File: config.mk
export PLATFORM = sky130hd
export DESIGN_NAME = stx_serial_unit
export DESIGN_NICKNAME = d
export VERILOG_FILES = /design/src/hw/stx_pkg.sv /design/src/hw/stx_serial_unit.sv
export SDC_FILE = /design/constraint.sdc
export NUM_CORES = 1
export LEC_CHECK = 0
export BUFFER_PORTS_ARGS = -buffer_cell sky130_fd_sc_hd__buf_4
export CELL_PAD_IN_SITES_DETAIL_PLACEMENT = 1
export CELL_PAD_IN_SITES_GLOBAL_PLACEMENT = 1
export CORE_ASPECT_RATIO = 0.5
export CORE_MARGIN = 4
export CORE_UTILIZATION = 40
export DETAILED_ROUTE_END_ITERATION = 8
export PLACE_DENSITY = 0.74
export SLEW_MARGIN = 0
export SYNTH_ARGS = -nofsm -noshare
export SYNTH_HDL_FRONTEND = slang
export SYNTH_SLANG_ARGS = --single-unit
File: constraint.sdc
create_clock -name i_clock -period 3.4 [get_ports i_clock]
set_input_delay 1.02 -clock i_clock [delete_from_list [all_inputs] [get_ports i_clock]]
set_output_delay 1.02 -clock i_clock [all_outputs]
set_load 0.01 [all_outputs]
File: src/hw/stx_pkg.sv
package stx_pkg;
    // ----------------------------------------
    // Bus and register map
    // ----------------------------------------
    localparam int ADDR_W = 3;
    localparam int DATA_W = 8;
    localparam int FIFO_DEPTH = 16;
    localparam logic [2:0] ADDR_FORMAT = 3'h0;
    localparam logic [2:0] ADDR_DIVISOR = 3'h1;
    localparam logic [2:0] ADDR_CONTROL = 3'h2;
    localparam logic [2:0] ADDR_HOLD = 3'h3;
    localparam logic [2:0] ADDR_STATUS = 3'h4;
    localparam logic [2:0] ADDR_RXDATA = 3'h5;
    // ----------------------------------------
    // Field positions
    // ----------------------------------------
    localparam int FMT_SYNC_BIT = 7;
    localparam int FMT_CHR7_BIT = 6;
    localparam int FMT_PAR_EN_BIT = 5;
    localparam int FMT_PAR_ODD_BIT = 4;
    localparam int FMT_STOP2_BIT = 3;
    localparam int FMT_MP_BIT = 2;
    localparam int FMT_CKS_HI = 1;
    localparam int FMT_CKS_LO = 0;
    localparam int CTL_TX_EN_BIT = 5;
    localparam int CTL_RX_EN_BIT = 4;
    localparam int ST_TX_EMPTY_BIT = 7;
    localparam int ST_RX_AVAIL_BIT = 6;
    localparam int ST_OVERRUN_BIT = 5;
    localparam int ST_FRAME_BIT = 4;
    localparam int ST_PARITY_BIT = 3;
    localparam int ST_TX_END_BIT = 2;
    localparam int ST_MP_TX_BIT = 0;
    // ----------------------------------------
    // Reset values
    // ----------------------------------------
    localparam logic [7:0] FORMAT_RST = 8'h00;
    localparam logic [7:0] DIVISOR_RST = 8'h00;
    localparam logic [7:0] CONTROL_RST = 8'h00;
    localparam logic [7:0] HOLD_RST = 8'hFF;
    localparam logic TX_EMPTY_RST = 1'b1;
    // ----------------------------------------
    // Timing counts
    // ----------------------------------------
    localparam logic [5:0] PRE_LIM_0 = 6'h00;
    localparam logic [5:0] PRE_LIM_1 = 6'h03;
    localparam logic [5:0] PRE_LIM_2 = 6'h0F;
    localparam logic [5:0] PRE_LIM_3 = 6'h3F;
    localparam logic [3:0] OS_LAST = 4'hF;
    localparam logic [3:0] OS_HALF = 4'h7;
    localparam logic [2:0] LAST_BIT_8 = 3'h7;
    localparam logic [2:0] LAST_BIT_7 = 3'h6;
    // ----------------------------------------
    // State types
    // ----------------------------------------
    typedef enum logic [2:0] {TX_IDLE, TX_START, TX_DATA, TX_EXTRA, TX_STOP1, TX_STOP2} stx_tx_state_t;
    typedef enum logic [2:0] {RX_IDLE, RX_START, RX_DATA, RX_EXTRA, RX_STOP} stx_rx_state_t;
endpackage

File: src/hw/stx_serial_unit.sv
// Behaviour
// RULE1: Shift register sends least significant bit first
// RULE2: Empty shift register loads holding byte, starts
// RULE3: Pending byte follows previous frame without gap
// RULE4: Shift register is not software visible
// RULE5: Holding register eight bits, resets to FF
// RULE6: Software writes holding once per empty flag
// RULE7: Format bit 7 selects asynchronous or clocked
// RULE8: Format bit 6 selects seven data bits
// RULE9: Format bit 5 adds and checks parity
// RULE10: Format bit 4 selects odd parity
// RULE11: Format bit 3 selects two stop bits
// RULE12: Receiver checks only the first stop bit
// RULE13: Low bit after stop starts next character
// RULE14: Multiprocessor bit 2 overrides parity settings
// RULE15: Software keeps multiprocessor off in clocked mode
// RULE16: Format bits 1:0 pick prescale 1/4/16/64
// RULE17: Transmit only while transmit enable is set
// RULE18: Empty flag sets on transfer, clears on write
// RULE19: Idle line high, frame starts low
//
// Design decisions made here: the address-and-strobe port and the register offsets.
`timescale 1ns/100ps
module stx_fifo #(
    parameter int WIDTH = 8,
    parameter int DEPTH = 16
) (
    input wire logic i_clock,
    input wire logic i_rst_b,
    input wire logic i_in_valid,
    output logic o_in_ready,
    input wire logic [WIDTH-1:0] i_in_data,
    output logic o_out_valid,
    input wire logic i_out_ready,
    output logic [WIDTH-1:0] o_out_data
);
    localparam int PW = $clog2(DEPTH);
    logic [WIDTH-1:0] mem_ff [DEPTH];
    logic [PW-1:0] wr_ptr_ff;
    logic [PW-1:0] rd_ptr_ff;
    logic [PW:0] count_ff;
    logic push;
    logic pop;
    assign o_in_ready = (count_ff != DEPTH[PW:0]);
    assign o_out_valid = (count_ff != '0);
    assign o_out_data = mem_ff[rd_ptr_ff];
    assign push = i_in_valid & o_in_ready;
    assign pop = o_out_valid & i_out_ready;
    always_ff @(posedge i_clock) begin
        if (push) begin
            mem_ff[wr_ptr_ff] <= i_in_data;
        end
    end
    always_ff @(posedge i_clock or negedge i_rst_b) begin
        if (!i_rst_b) begin
            wr_ptr_ff <= '0;
            rd_ptr_ff <= '0;
            count_ff <= '0;
        end else begin
            if (push) begin
                wr_ptr_ff <= wr_ptr_ff + 1'b1;
            end
            if (pop) begin
                rd_ptr_ff <= rd_ptr_ff + 1'b1;
            end
            if (push && !pop) begin
                count_ff <= count_ff + 1'b1;
            end else if (pop && !push) begin
                count_ff <= count_ff - 1'b1;
            end
        end
    end
endmodule

module stx_serial_unit (
    input wire logic i_clock,
    input wire logic i_rst_b,
    input wire logic [stx_pkg::ADDR_W-1:0] i_addr,
    input wire logic [stx_pkg::DATA_W-1:0] i_wdata,
    input wire logic i_wr,
    input wire logic i_rd,
    output logic [stx_pkg::DATA_W-1:0] o_rdata,
    output logic o_txd,
    input wire logic i_rxd,
    output logic o_sck,
    output logic o_sck_oe
);
    import stx_pkg::*;

    // ----------------------------------------
    // Helpers
    // ----------------------------------------
    function automatic logic par_of(input logic [7:0] d, input logic chr7, input logic odd);
        par_of = (^(chr7 ? (d & 8'h7F) : d)) ^ odd;
    endfunction

    // ----------------------------------------
    // Registers
    // ----------------------------------------
    logic [7:0] fmt_ff;
    logic [7:0] div_ff;
    logic [7:0] ctl_ff;
    logic [7:0] hold_ff;
    logic tx_empty_ff;
    logic mp_tx_ff;
    logic ovr_ff;
    logic ferr_ff;
    logic perr_ff;
    logic [7:0] rdata_ff;
    stx_tx_state_t tx_state_ff;
    logic [7:0] tx_shift_ff;
    logic [2:0] tx_cnt_ff;
    logic [3:0] tx_os_ff;
    logic tx_par_ff;
    logic txd_ff;
    logic sck_ff;
    logic sck_oe_ff;
    logic [5:0] pre_cnt_ff;
    logic pre_tick_ff;
    logic [7:0] div_cnt_ff;
    logic os_tick;
    logic rxd_s1_ff;
    logic rxd_s2_ff;
    logic rxd_prev_ff;
    stx_rx_state_t rx_state_ff;
    logic [3:0] rx_os_ff;
    logic [2:0] rx_cnt_ff;
    logic [7:0] rx_shift_ff;
    logic rx_extra_ff;
    logic [7:0] rx_hold_ff;
    logic rx_pend_ff;
    logic fifo_in_ready;
    logic fifo_out_valid;
    logic [7:0] fifo_out_data;
    logic fifo_pop;

    // ----------------------------------------
    // Decoded mode
    // ----------------------------------------
    logic mode_sync;
    logic chr7;
    logic mp_on;
    logic par_on;
    logic stop2;
    logic par_odd;
    logic tx_en;
    logic rx_en;
    logic wr_hold;
    logic wr_status;
    logic [7:0] rx_word;
    assign mode_sync = fmt_ff[FMT_SYNC_BIT]; // see RULE7
    assign chr7 = !mode_sync & fmt_ff[FMT_CHR7_BIT]; // see RULE8
    assign mp_on = !mode_sync & fmt_ff[FMT_MP_BIT];
    assign par_on = !mode_sync & fmt_ff[FMT_PAR_EN_BIT] & !mp_on; // see RULE9 see RULE14
    assign par_odd = fmt_ff[FMT_PAR_ODD_BIT]; // see RULE10
    assign stop2 = !mode_sync & fmt_ff[FMT_STOP2_BIT]; // see RULE11
    assign tx_en = ctl_ff[CTL_TX_EN_BIT];
    assign rx_en = ctl_ff[CTL_RX_EN_BIT] & !mode_sync;
    assign wr_hold = i_wr && (i_addr == ADDR_HOLD);
    assign wr_status = i_wr && (i_addr == ADDR_STATUS);
    assign fifo_pop = i_rd && (i_addr == ADDR_RXDATA);

    // ----------------------------------------
    // Register writes
    // ----------------------------------------
    always_ff @(posedge i_clock or negedge i_rst_b) begin
        if (!i_rst_b) begin
            fmt_ff <= FORMAT_RST;
            div_ff <= DIVISOR_RST;
            ctl_ff <= CONTROL_RST;
            hold_ff <= HOLD_RST; // see RULE5
            mp_tx_ff <= 1'b0;
        end else if (i_wr) begin
            case (i_addr)
                ADDR_FORMAT: fmt_ff <= i_wdata;
                ADDR_DIVISOR: div_ff <= i_wdata;
                ADDR_CONTROL: ctl_ff <= i_wdata;
                ADDR_HOLD: hold_ff <= i_wdata;
                ADDR_STATUS: mp_tx_ff <= i_wdata[ST_MP_TX_BIT];
                default: ;
            endcase
        end
    end

    // ----------------------------------------
    // Register reads
    // ----------------------------------------
    always_ff @(posedge i_clock or negedge i_rst_b) begin
        if (!i_rst_b) begin
            rdata_ff <= 8'h00;
        end else if (i_rd) begin
            case (i_addr)
                ADDR_FORMAT: rdata_ff <= fmt_ff;
                ADDR_DIVISOR: rdata_ff <= div_ff;
                ADDR_CONTROL: rdata_ff <= ctl_ff;
                ADDR_HOLD: rdata_ff <= hold_ff; // see RULE4
                ADDR_STATUS: rdata_ff <= {tx_empty_ff, fifo_out_valid, ovr_ff, ferr_ff, perr_ff,
                                          (tx_state_ff == TX_IDLE) & tx_empty_ff, 1'b0, mp_tx_ff};
                ADDR_RXDATA: rdata_ff <= fifo_out_valid ? fifo_out_data : 8'h00;
                default: rdata_ff <= 8'h00;
            endcase
        end else begin
            rdata_ff <= 8'h00;
        end
    end
    assign o_rdata = rdata_ff;

    // ----------------------------------------
    // Baud clock
    // ----------------------------------------
    logic [5:0] pre_lim;
    always_comb begin
        case (fmt_ff[FMT_CKS_HI:FMT_CKS_LO])
            2'h0: pre_lim = PRE_LIM_0;
            2'h1: pre_lim = PRE_LIM_1;
            2'h2: pre_lim = PRE_LIM_2;
            default: pre_lim = PRE_LIM_3;
        endcase
    end
    always_ff @(posedge i_clock or negedge i_rst_b) begin
        if (!i_rst_b) begin
            pre_cnt_ff <= 6'h00;
            pre_tick_ff <= 1'b0;
        end else if (pre_cnt_ff >= pre_lim) begin
            pre_cnt_ff <= 6'h00; // see RULE16
            pre_tick_ff <= 1'b1;
        end else begin
            pre_cnt_ff <= pre_cnt_ff + 6'h01;
            pre_tick_ff <= 1'b0;
        end
    end
    always_ff @(posedge i_clock or negedge i_rst_b) begin
        if (!i_rst_b) begin
            div_cnt_ff <= 8'h00;
        end else if (pre_tick_ff) begin
            div_cnt_ff <= (div_cnt_ff >= div_ff) ? 8'h00 : div_cnt_ff + 8'h01;
        end
    end
    assign os_tick = pre_tick_ff && (div_cnt_ff >= div_ff);

    // ----------------------------------------
    // Transmitter
    // ----------------------------------------
    logic tx_bit_end;
    logic tx_last_data;
    logic tx_frame_last;
    logic tx_load;
    assign tx_bit_end = os_tick && (tx_os_ff == OS_LAST);
    assign tx_last_data = tx_cnt_ff == (chr7 ? LAST_BIT_7 : LAST_BIT_8);
    assign tx_frame_last = tx_bit_end && (((tx_state_ff == TX_STOP1) && !stop2) || (tx_state_ff == TX_STOP2)
                           || ((tx_state_ff == TX_DATA) && mode_sync && tx_last_data));
    assign tx_load = tx_en && !tx_empty_ff && !wr_hold && os_tick
                     && ((tx_state_ff == TX_IDLE) || tx_frame_last); // see RULE2 see RULE3

    always_ff @(posedge i_clock or negedge i_rst_b) begin
        if (!i_rst_b) begin
            tx_empty_ff <= TX_EMPTY_RST;
        end else if (tx_load) begin
            tx_empty_ff <= 1'b1; // see RULE18
        end else if (wr_hold) begin
            tx_empty_ff <= 1'b0; // see RULE18
        end
    end

    always_ff @(posedge i_clock or negedge i_rst_b) begin
        if (!i_rst_b) begin
            tx_state_ff <= TX_IDLE;
            tx_shift_ff <= 8'h00;
            tx_cnt_ff <= 3'h0;
            tx_os_ff <= 4'h0;
            tx_par_ff <= 1'b0;
        end else if (!tx_en) begin
            tx_state_ff <= TX_IDLE; // see RULE17
            tx_os_ff <= 4'h0;
        end else if (tx_load) begin
            tx_state_ff <= mode_sync ? TX_DATA : TX_START;
            tx_shift_ff <= hold_ff;
            tx_cnt_ff <= 3'h0;
            tx_os_ff <= 4'h0;
            tx_par_ff <= mp_on ? mp_tx_ff : par_of(hold_ff, chr7, par_odd); // see RULE10 see RULE14
        end else if (tx_state_ff != TX_IDLE) begin
            if (os_tick) begin
                tx_os_ff <= tx_os_ff + 4'h1;
            end
            if (tx_bit_end) begin
                case (tx_state_ff)
                    TX_START: tx_state_ff <= TX_DATA;
                    TX_DATA: begin
                        tx_shift_ff <= {1'b0, tx_shift_ff[7:1]}; // see RULE1
                        tx_cnt_ff <= tx_cnt_ff + 3'h1;
                        if (tx_last_data) begin
                            if (mode_sync) begin
                                tx_state_ff <= TX_IDLE;
                            end else if (par_on || mp_on) begin
                                tx_state_ff <= TX_EXTRA; // see RULE9
                            end else begin
                                tx_state_ff <= TX_STOP1;
                            end
                        end
                    end
                    TX_EXTRA: tx_state_ff <= TX_STOP1;
                    TX_STOP1: tx_state_ff <= stop2 ? TX_STOP2 : TX_IDLE; // see RULE11
                    default: tx_state_ff <= TX_IDLE;
                endcase
            end
        end
    end

    always_ff @(posedge i_clock or negedge i_rst_b) begin
        if (!i_rst_b) begin
            txd_ff <= 1'b1;
            sck_ff <= 1'b1;
            sck_oe_ff <= 1'b0;
        end else begin
            case (tx_state_ff)
                TX_START: txd_ff <= 1'b0; // see RULE19
                TX_DATA: txd_ff <= tx_shift_ff[0]; // see RULE1
                TX_EXTRA: txd_ff <= tx_par_ff;
                default: txd_ff <= 1'b1; // see RULE19
            endcase
            sck_oe_ff <= mode_sync;
            sck_ff <= !((tx_state_ff == TX_DATA) && mode_sync && (tx_os_ff <= OS_HALF));
        end
    end
    assign o_txd = txd_ff;
    assign o_sck = sck_ff;
    assign o_sck_oe = sck_oe_ff;

    // ----------------------------------------
    // Receiver
    // ----------------------------------------
    logic rx_sample;
    logic rx_done;
    assign rx_sample = os_tick && (rx_os_ff == OS_LAST);
    assign rx_done = rx_sample && (rx_state_ff == RX_STOP);
    assign rx_word = chr7 ? {1'b0, rx_shift_ff[7:1]} : rx_shift_ff;

    always_ff @(posedge i_clock or negedge i_rst_b) begin
        if (!i_rst_b) begin
            rxd_s1_ff <= 1'b1;
            rxd_s2_ff <= 1'b1;
            rxd_prev_ff <= 1'b1;
        end else begin
            rxd_s1_ff <= i_rxd;
            rxd_s2_ff <= rxd_s1_ff;
            rxd_prev_ff <= rxd_s2_ff;
        end
    end

    always_ff @(posedge i_clock or negedge i_rst_b) begin
        if (!i_rst_b) begin
            rx_state_ff <= RX_IDLE;
            rx_os_ff <= 4'h0;
            rx_cnt_ff <= 3'h0;
            rx_shift_ff <= 8'h00;
            rx_extra_ff <= 1'b0;
        end else if (!rx_en) begin
            rx_state_ff <= RX_IDLE;
        end else begin
            if (os_tick) begin
                rx_os_ff <= rx_os_ff + 4'h1;
            end
            case (rx_state_ff)
                RX_IDLE: begin
                    if (rxd_prev_ff && !rxd_s2_ff) begin
                        rx_state_ff <= RX_START; // see RULE13
                        rx_os_ff <= 4'h0;
                    end
                end
                RX_START: begin
                    if (os_tick && (rx_os_ff == OS_HALF)) begin
                        rx_state_ff <= rxd_s2_ff ? RX_IDLE : RX_DATA;
                        rx_os_ff <= 4'h0;
                        rx_cnt_ff <= 3'h0;
                    end
                end
                RX_DATA: begin
                    if (rx_sample) begin
                        rx_shift_ff <= {rxd_s2_ff, rx_shift_ff[7:1]};
                        rx_cnt_ff <= rx_cnt_ff + 3'h1;
                        if (rx_cnt_ff == (chr7 ? LAST_BIT_7 : LAST_BIT_8)) begin
                            rx_state_ff <= (par_on || mp_on) ? RX_EXTRA : RX_STOP;
                        end
                    end
                end
                RX_EXTRA: begin
                    if (rx_sample) begin
                        rx_extra_ff <= rxd_s2_ff;
                        rx_state_ff <= RX_STOP;
                    end
                end
                RX_STOP: begin
                    if (rx_sample) begin
                        rx_state_ff <= RX_IDLE; // see RULE12
                    end
                end
                default: rx_state_ff <= RX_IDLE;
            endcase
        end
    end

    always_ff @(posedge i_clock or negedge i_rst_b) begin
        if (!i_rst_b) begin
            rx_hold_ff <= 8'h00;
            rx_pend_ff <= 1'b0;
        end else if (rx_done && (!rx_pend_ff || fifo_in_ready)) begin
            rx_hold_ff <= rx_word;
            rx_pend_ff <= 1'b1;
        end else if (fifo_in_ready) begin
            rx_pend_ff <= 1'b0;
        end
    end

    always_ff @(posedge i_clock or negedge i_rst_b) begin
        if (!i_rst_b) begin
            ovr_ff <= 1'b0;
            ferr_ff <= 1'b0;
            perr_ff <= 1'b0;
        end else begin
            if (rx_done && rx_pend_ff && !fifo_in_ready) begin
                ovr_ff <= 1'b1;
            end else if (wr_status && !i_wdata[ST_OVERRUN_BIT]) begin
                ovr_ff <= 1'b0;
            end
            if (rx_done && !rxd_s2_ff) begin
                ferr_ff <= 1'b1; // see RULE12
            end else if (wr_status && !i_wdata[ST_FRAME_BIT]) begin
                ferr_ff <= 1'b0;
            end
            if (rx_done && par_on && (rx_extra_ff != par_of(rx_word, chr7, par_odd))) begin
                perr_ff <= 1'b1; // see RULE9 see RULE10
            end else if (wr_status && !i_wdata[ST_PARITY_BIT]) begin
                perr_ff <= 1'b0;
            end
        end
    end

    stx_fifo #(.WIDTH(DATA_W), .DEPTH(FIFO_DEPTH)) u_rx_fifo (
        .i_clock(i_clock),
        .i_rst_b(i_rst_b),
        .i_in_valid(rx_pend_ff),
        .o_in_ready(fifo_in_ready),
        .i_in_data(rx_hold_ff),
        .o_out_valid(fifo_out_valid),
        .i_out_ready(fifo_pop),
        .o_out_data(fifo_out_data)
    );
endmodule

* After elaboration in Yosys (flattened, before gate mapping)
Memories as Yosys holds them, arrays and structs flattened.
Cells that the tools add are included.
** Storage, ports and cells
- ROM bits :: 0
- Memories kept :: 1
- Bits in writable memories :: 128
- Bits of input ports :: 16
- Latch bits :: 0
- Register bits :: 126
- Output and inout bits :: 11
- Word-level logic and storage cells :: 238
** Cells by class
- Reductions and logical operators :: 79
- Divide/modulo/power cells :: 0
- Multiplexer cells :: 65
- Multiply operators :: 0
- Shifts and indexed selects :: 0
- Bitwise gates (word level) :: 11
- Order comparisons :: 3
- Equality and inequality tests :: 35
- Add/sub/neg operators :: 10
** Memory list
- u_rx_fifo.mem_ff :: depth 16, bits a word 8, rd ports 1, clocked after Yosys merged registers in 0, write ports 1, RTL line stx_serial_unit.sv:38 : logic [WIDTH-1:0] mem_ff [DEPTH];
** Operator list (number)
- two-way mux 8 bit :: 10
- two-way mux 3 bit :: 21
- case mux 8 bit (6 select lines) :: 1
- logical AND 1 bit :: 29
- two-way mux 4 bit :: 7
- nonzero test 2 bit :: 10
- equality test 3 x 2 -> 1 bit, second input constant :: 6
- inequality test 3 bit, second input constant :: 6
- case mux 6 bit (3 select lines) :: 1
- adder 4 x 1 -> 4 bit, second input constant :: 4
- XOR reduction 8 bit :: 2
- equality test 3 bit, second input constant :: 5
- two-way mux 1 bit :: 15
- case mux 3 bit (5 select lines) :: 1
- zero test 1 bit :: 14
- AND reduction 2 bit :: 7
- case mux 3 bit (4 select lines) :: 1
- two-way mux 5 bit :: 2
- bitwise AND 1 bit :: 9
- equality test 3 x 1 -> 1 bit, second input constant :: 3
- zero test 3 bit :: 3
- inequality test 3 x 1 -> 1 bit, second input constant :: 3
- AND reduction 3 bit :: 3
- adder 8 x 1 -> 8 bit, second input constant :: 1
- 28 further kinds :: 39

* Logic depth before layout (Yosys ltp)
- Depth after elaboration :: 13
- Gate-level depth with buffers :: 12
- Depth with buffers taken out :: 11

* Cells and area by module
A second synthesis with hierarchy kept.
** Unflattened totals
- Cells, all modules :: 908
- Area, all modules :: 11937.7 um2
** Modules (own cells, without submodules)
- stx_serial_unit :: sequential area each 2845.2 um2, area each 6167.2 um2, instances 1, cells each 590
- stx_fifo :: sequential area each 4169.0 um2, area each 5770.5 um2, instances 1, cells each 318

* Worst setup path after synthesis
No wires, ideal clock.
- Kind :: input to register
- From :: input port i_addr[2] (netlist bit)
- To :: register u_rx_fifo.count_ff[4]
- Data required time :: 3.277 ns
- Setup time :: 0.123 ns
- Data arrival time :: 3.406 ns
- Cell stages on the path :: 12
- Path buffers :: 1
- Slack :: -0.129 ns
- Cells stage by stage :: buf_2 -> nor2b_1 -> a21boi_0 -> nand3_1 -> ha_1 -> inv_1 -> ha_1 -> a21o_1 -> a21oi_1 -> xnor2_1 -> nor2_1 -> xnor2_1
** On the way
- Longest elaborated chain between the ends :: 6
- Elaborated cells between the ends (all ways) :: 8
- Classes of those cells :: eq/ne: 1; mux: 1; bitwise: 1; reduce/logical: 5
** RTL lines
- start: declaration :: RTL line stx_serial_unit.sv:78 : input wire logic [stx_pkg::ADDR_W-1:0] i_addr,
- equality test 3 bit * :: RTL line stx_serial_unit.sv:161 : assign fifo_pop = i_rd && (i_addr == ADDR_RXDATA);
- logical AND 1 bit * :: RTL line stx_serial_unit.sv:161
- bitwise AND 1 bit * :: RTL line stx_serial_unit.sv:48 : assign pop = o_out_valid & i_out_ready;
- zero test 1 bit :: RTL line stx_serial_unit.sv:66 : if (push && !pop) begin
- logical AND 1 bit :: RTL line stx_serial_unit.sv:66
- two-way mux 5 bit / nonzero test 2 bit (equally long branches)
- end signal: assignment :: RTL line stx_serial_unit.sv:67 : count_ff <= count_ff + 1'b1;
- end signal: assignment :: RTL line stx_serial_unit.sv:69 : count_ff <= count_ff - 1'b1;
- end: declaration :: RTL line stx_serial_unit.sv:41 : logic [PW:0] count_ff;
Every way passes the cells marked *; elsewhere a longest branch is shown, timed or not.
A chain may end at the register's enable or synchronous reset.

* Final worst setup path
- From :: register u_rx_fifo.count_ff[1]
- To :: register u_rx_fifo.count_ff[4]
** On the way
- Longest elaborated chain between the ends :: 5
- Elaborated cells between the ends (all ways) :: 13
- Classes of those cells :: add/sub: 2; eq/ne: 1; mux: 2; bitwise: 2; reduce/logical: 6
** RTL lines
- branches (longest 5 deep; another with subtractor 5 x 1 -> 5 bit)
Several ways; the timed one is not identified. The select of a mux whose other input is x is not followed.

==> reports/qor.yml <==
critical_path:
  arrival_ns: 3.27
  path_common_cell: "xnor2_1"
  reg2reg_depth: 11
  r2r-end: "u_rx_fifo.count_ff[4]$_DFFE_PN0P_"
  crit_path_cell_trace: "nor4_1 -> a21boi_1 -> nand3_2 -> ha_1 -> inv_1 -> fa_1 -> a21o_1 -> a21oi_1 -> xnor2_1 -> nor2_1 -> xnor2_1"
  worst_setup_path_start_kind: "flop"
  rr_startpoint: "u_rx_fifo.count_ff[1]$_DFFE_PN0P_"
  critPathMaxStageDelay_ns: 0.57
  critical_path_required_ns: 3.82
  crit_fanout: 4
  critical_path_class: "reg -> reg"
  reg2reg_slack_ns: 0.55
  critPathSlowestCell: "nor4_1"
  crit_path_end_kind: "flop"
logic_synthesis:
  syn_nets: 864
  synthMuxAreaShare: 0.153
  netlist_area_sq_um: 11500
  yosysUniqueCellTypes: 58
  yosys.area_share.simple: 0.0861
  ys_async_sr_fraction: 0.496
  synth-xor-area-share: 0.0335
  synth_top_family_by_area: "multiplexers"
  yosys_warnings: 0
  avgSynthCellArea_sq_um: 14.1
  seq_area_frac_synth: 0.610
  synth-compound-area-share: 0.0596
  synth_edf_count: 128
  syn_inst: 818
  synth_seq_cells: 254
  synth_ff_type: "edfxtp_1"
  synth_adder_area_share: 0.0333
routing:
  antenna_left: 0
  drc_errors: 0
  first_pass_iters: 5
  avgRoutedWirePerCell_um: 20.6
  vias: 6882
  viasPerCell: 5.40
  drtIter0Drc: 508
  routed_wl_um: 26300
power:
  p_sw_frac: 0.282
  power_frac_comb: 0.179
  irDropWorstVdd_uv: 305
  p_clk_frac: 0.328
  seqPwrFrac: 0.493
  switchingPower_uw: 2220
  power_density_nw_per_um2: 601
  p_leak_uw: 0.00474
  p_int_uw: 5650
  p_total_uw: 7870
clocking:
  cts_resized: 0
  clkTransAtPathRegs_ns: 0.07
  cts.sinks: 254
  htreeDepth: 1
  insertion_delay_ns: 0.53
  cts_tree: "built"
  numCtsBuffers: 24
  post_cts_buffers: 0
  cts_root_buf: "clkbuf_16"
  ctsHoldBuffers: 0
  cts.path.max_buffers: 3
cells_and_area:
  synthToLayoutAreaGrowth_pct: 13.9
  nets: 921
  mostFrequentLayoutCells: "edfxtp_1, dfrtp_1, nor2_1, buf_4, mux2_2"
  drive_gt1_frac: 0.249
  layout_commonest_cell: "edfxtp_1"
  diodes: 0
run:
  drv_cap: 0
timing:
  slew_viol_final: 0
  worst_pin_slew_ns: 0.751
  finClkSkew_ns: 0.0114
  relSlewSlack: 0.500
  max_freq_mhz: 351
  setup_tns_ns: 0
  setup_viol: 0
  min_period_ns: 2.85
  final.setup.worst_slack_ns: 0.547
  fin_hold_ws_ns: 0.361
  hold_viol_final: 0
  grt_setup_unrepaired: "false"
  fin_crit_sh: 0.839
placed_design:
  place_ws_ns: 0.183
  numPortBuffers: 26
  dp_hpwl_um: 18800
  gp_congestion: 0.812
grt:
  grt_pass1_wl_um: 42100
  grt_max_degree: 73
  first_global_vias: 7318
  antenna_found_initial: 0
  track_usage: 0.171
  globalRouteOverflowTotal: 0
floorplan:
  io_pins: 27
  num_rows: 43
  dieArea_sq_um: 31700
  die_x_um: 248
  initial_core_util: 0.410
  fp.coreArea_sq_um: 28000
  die_h_um: 128
worst_hold_path:
  hp-class: "reg -> reg"
  hold_path_depth: 0
  worstHoldStart: "rxd_s1_ff$_DFF_PN1_"
  min_to: "rxd_s2_ff$_DFF_PN1_"
outcome:
  status: "completed"
-- worst max path at each step --
stage / startpoint / to / slack, ns / cells after the start
6_report: u_rx_fifo.count_ff[1]$_DFFE_PN0P_ / u_rx_fifo.count_ff[4]$_DFFE_PN0P_ / 0.55 / 11
4_1_cts: u_rx_fifo.count_ff[0]$_DFFE_PN0P_ / u_rx_fifo.count_ff[4]$_DFFE_PN0P_ / 0.53 / 11
5_1_grt: u_rx_fifo.count_ff[1]$_DFFE_PN0P_ / u_rx_fifo.count_ff[4]$_DFFE_PN0P_ / 0.42 / 11
3_3_place_gp: i_addr[2] / u_rx_fifo.count_ff[4]$_DFFE_PN0P_ / 0.28 / 13
2_1_floorplan: i_addr[2] / u_rx_fifo.count_ff[4]$_DFFE_PN0P_ / 0.05 / 12
3_5_place_dp: i_addr[2] / u_rx_fifo.count_ff[4]$_DFFE_PN0P_ / 0.18 / 13
-- cell usage after synthesis, drive strengths merged, types with 13 or more instances --
master	instances	area, sq um
clkbuf	14	52.6
xor2	13	114
nand2b	13	81.3
nor2	66	248
inv	32	120
mux4	46	1040
buf	23	115
dfrtp	112	2800
xnor2	31	272
o21ai	32	160
nand2	45	169
nand3	17	85.1
mux2i	17	170
mux2	49	552
edfxtp	128	3840
dfstp	14	368
ha	29	363
a21oi	26	130
-- cells by family (layout without fill, tap and decap cells) --
group / after synthesis / count (layout)
buffers and inverters: 69 / 143
and+or+nand+nor: 198 / 198
AOI/OAI and AO/OA: 111 / 111
adders and majority gates: 30 / 30
xor gates and xnor gates: 44 / 44
DFF: 254 / 254
muxes: 112 / 112
-- per-layer routing --
layer / wire length [um] / part of all wire / track usage / up-vias
li1: - / - / - / 3160
met1: 11900 / 0.45 / 0.238 / 3578
met2: 12900 / 0.49 / 0.289 / 111
met3: 886 / 0.034 / 0.0272 / 33
met5: 0 / 0 / 0 / -
met4: 499 / 0.019 / 0.0351 / 0
-- sequential cells by signal (all words and copies together) (netlist names), 6 cells and up --
name	flops
ctl_ff	8
div_cnt_ff	8
div_ff	8
o_rdata	8
pre_cnt_ff	6
rx_hold_ff	8
rx_shift_ff	8
fmt_ff	8
hold_ff	8
u_rx_fifo.mem_ff	128
tx_shift_ff	8
-- area by class of cell --
cell class                      count  area (sq um)
Timing Repair Buffer               68           527
Inverter                           32           120
Fill cell                        2805         14900
Clock inverter                     13          97.6
Clock buffer                       30           653
Sequential cell                   254          7020
Multi-Input combinational cell    495          4210
Tap cell                          382           478
-- worst max-delay path: cells and delay by family, from the launching register on --
| family | cells | cell delay (ns) |
|---|---|---|
| fa+ha+maj | 2 | 0.61 |
| flops | 1 | 0.43 |
| compound gates | 3 | 0.55 |
| buf+inv | 1 | 0.11 |
| xor+xnor | 2 | 0.27 |
| simple gates | 3 | 0.76 |
-- per-stage QoR --
step                      instances  utilization  instance area [sq um]
after global placement         1231        0.441                  12300
after global routing           1274        0.467                  13100
after CTS                      1274        0.467                  13100
after floorplan                 818            -                  11500
final                          1274        0.467                  13100
after detailed placement       1231        0.441                  12300
-- power by group through the flow --
stage / registers, uW / clock network, uW / logic (uW)
floorplan: 3730 / 0 / 1170
global placement: 3930 / 0 / 1350
detailed placement: 3940 / 0 / 1430
CTS: 3880 / 2660 / 1440
global route: 3930 / 2800 / 1570
finish: 3880 / 2590 / 1410
Power figures use the tool's default switching activity.
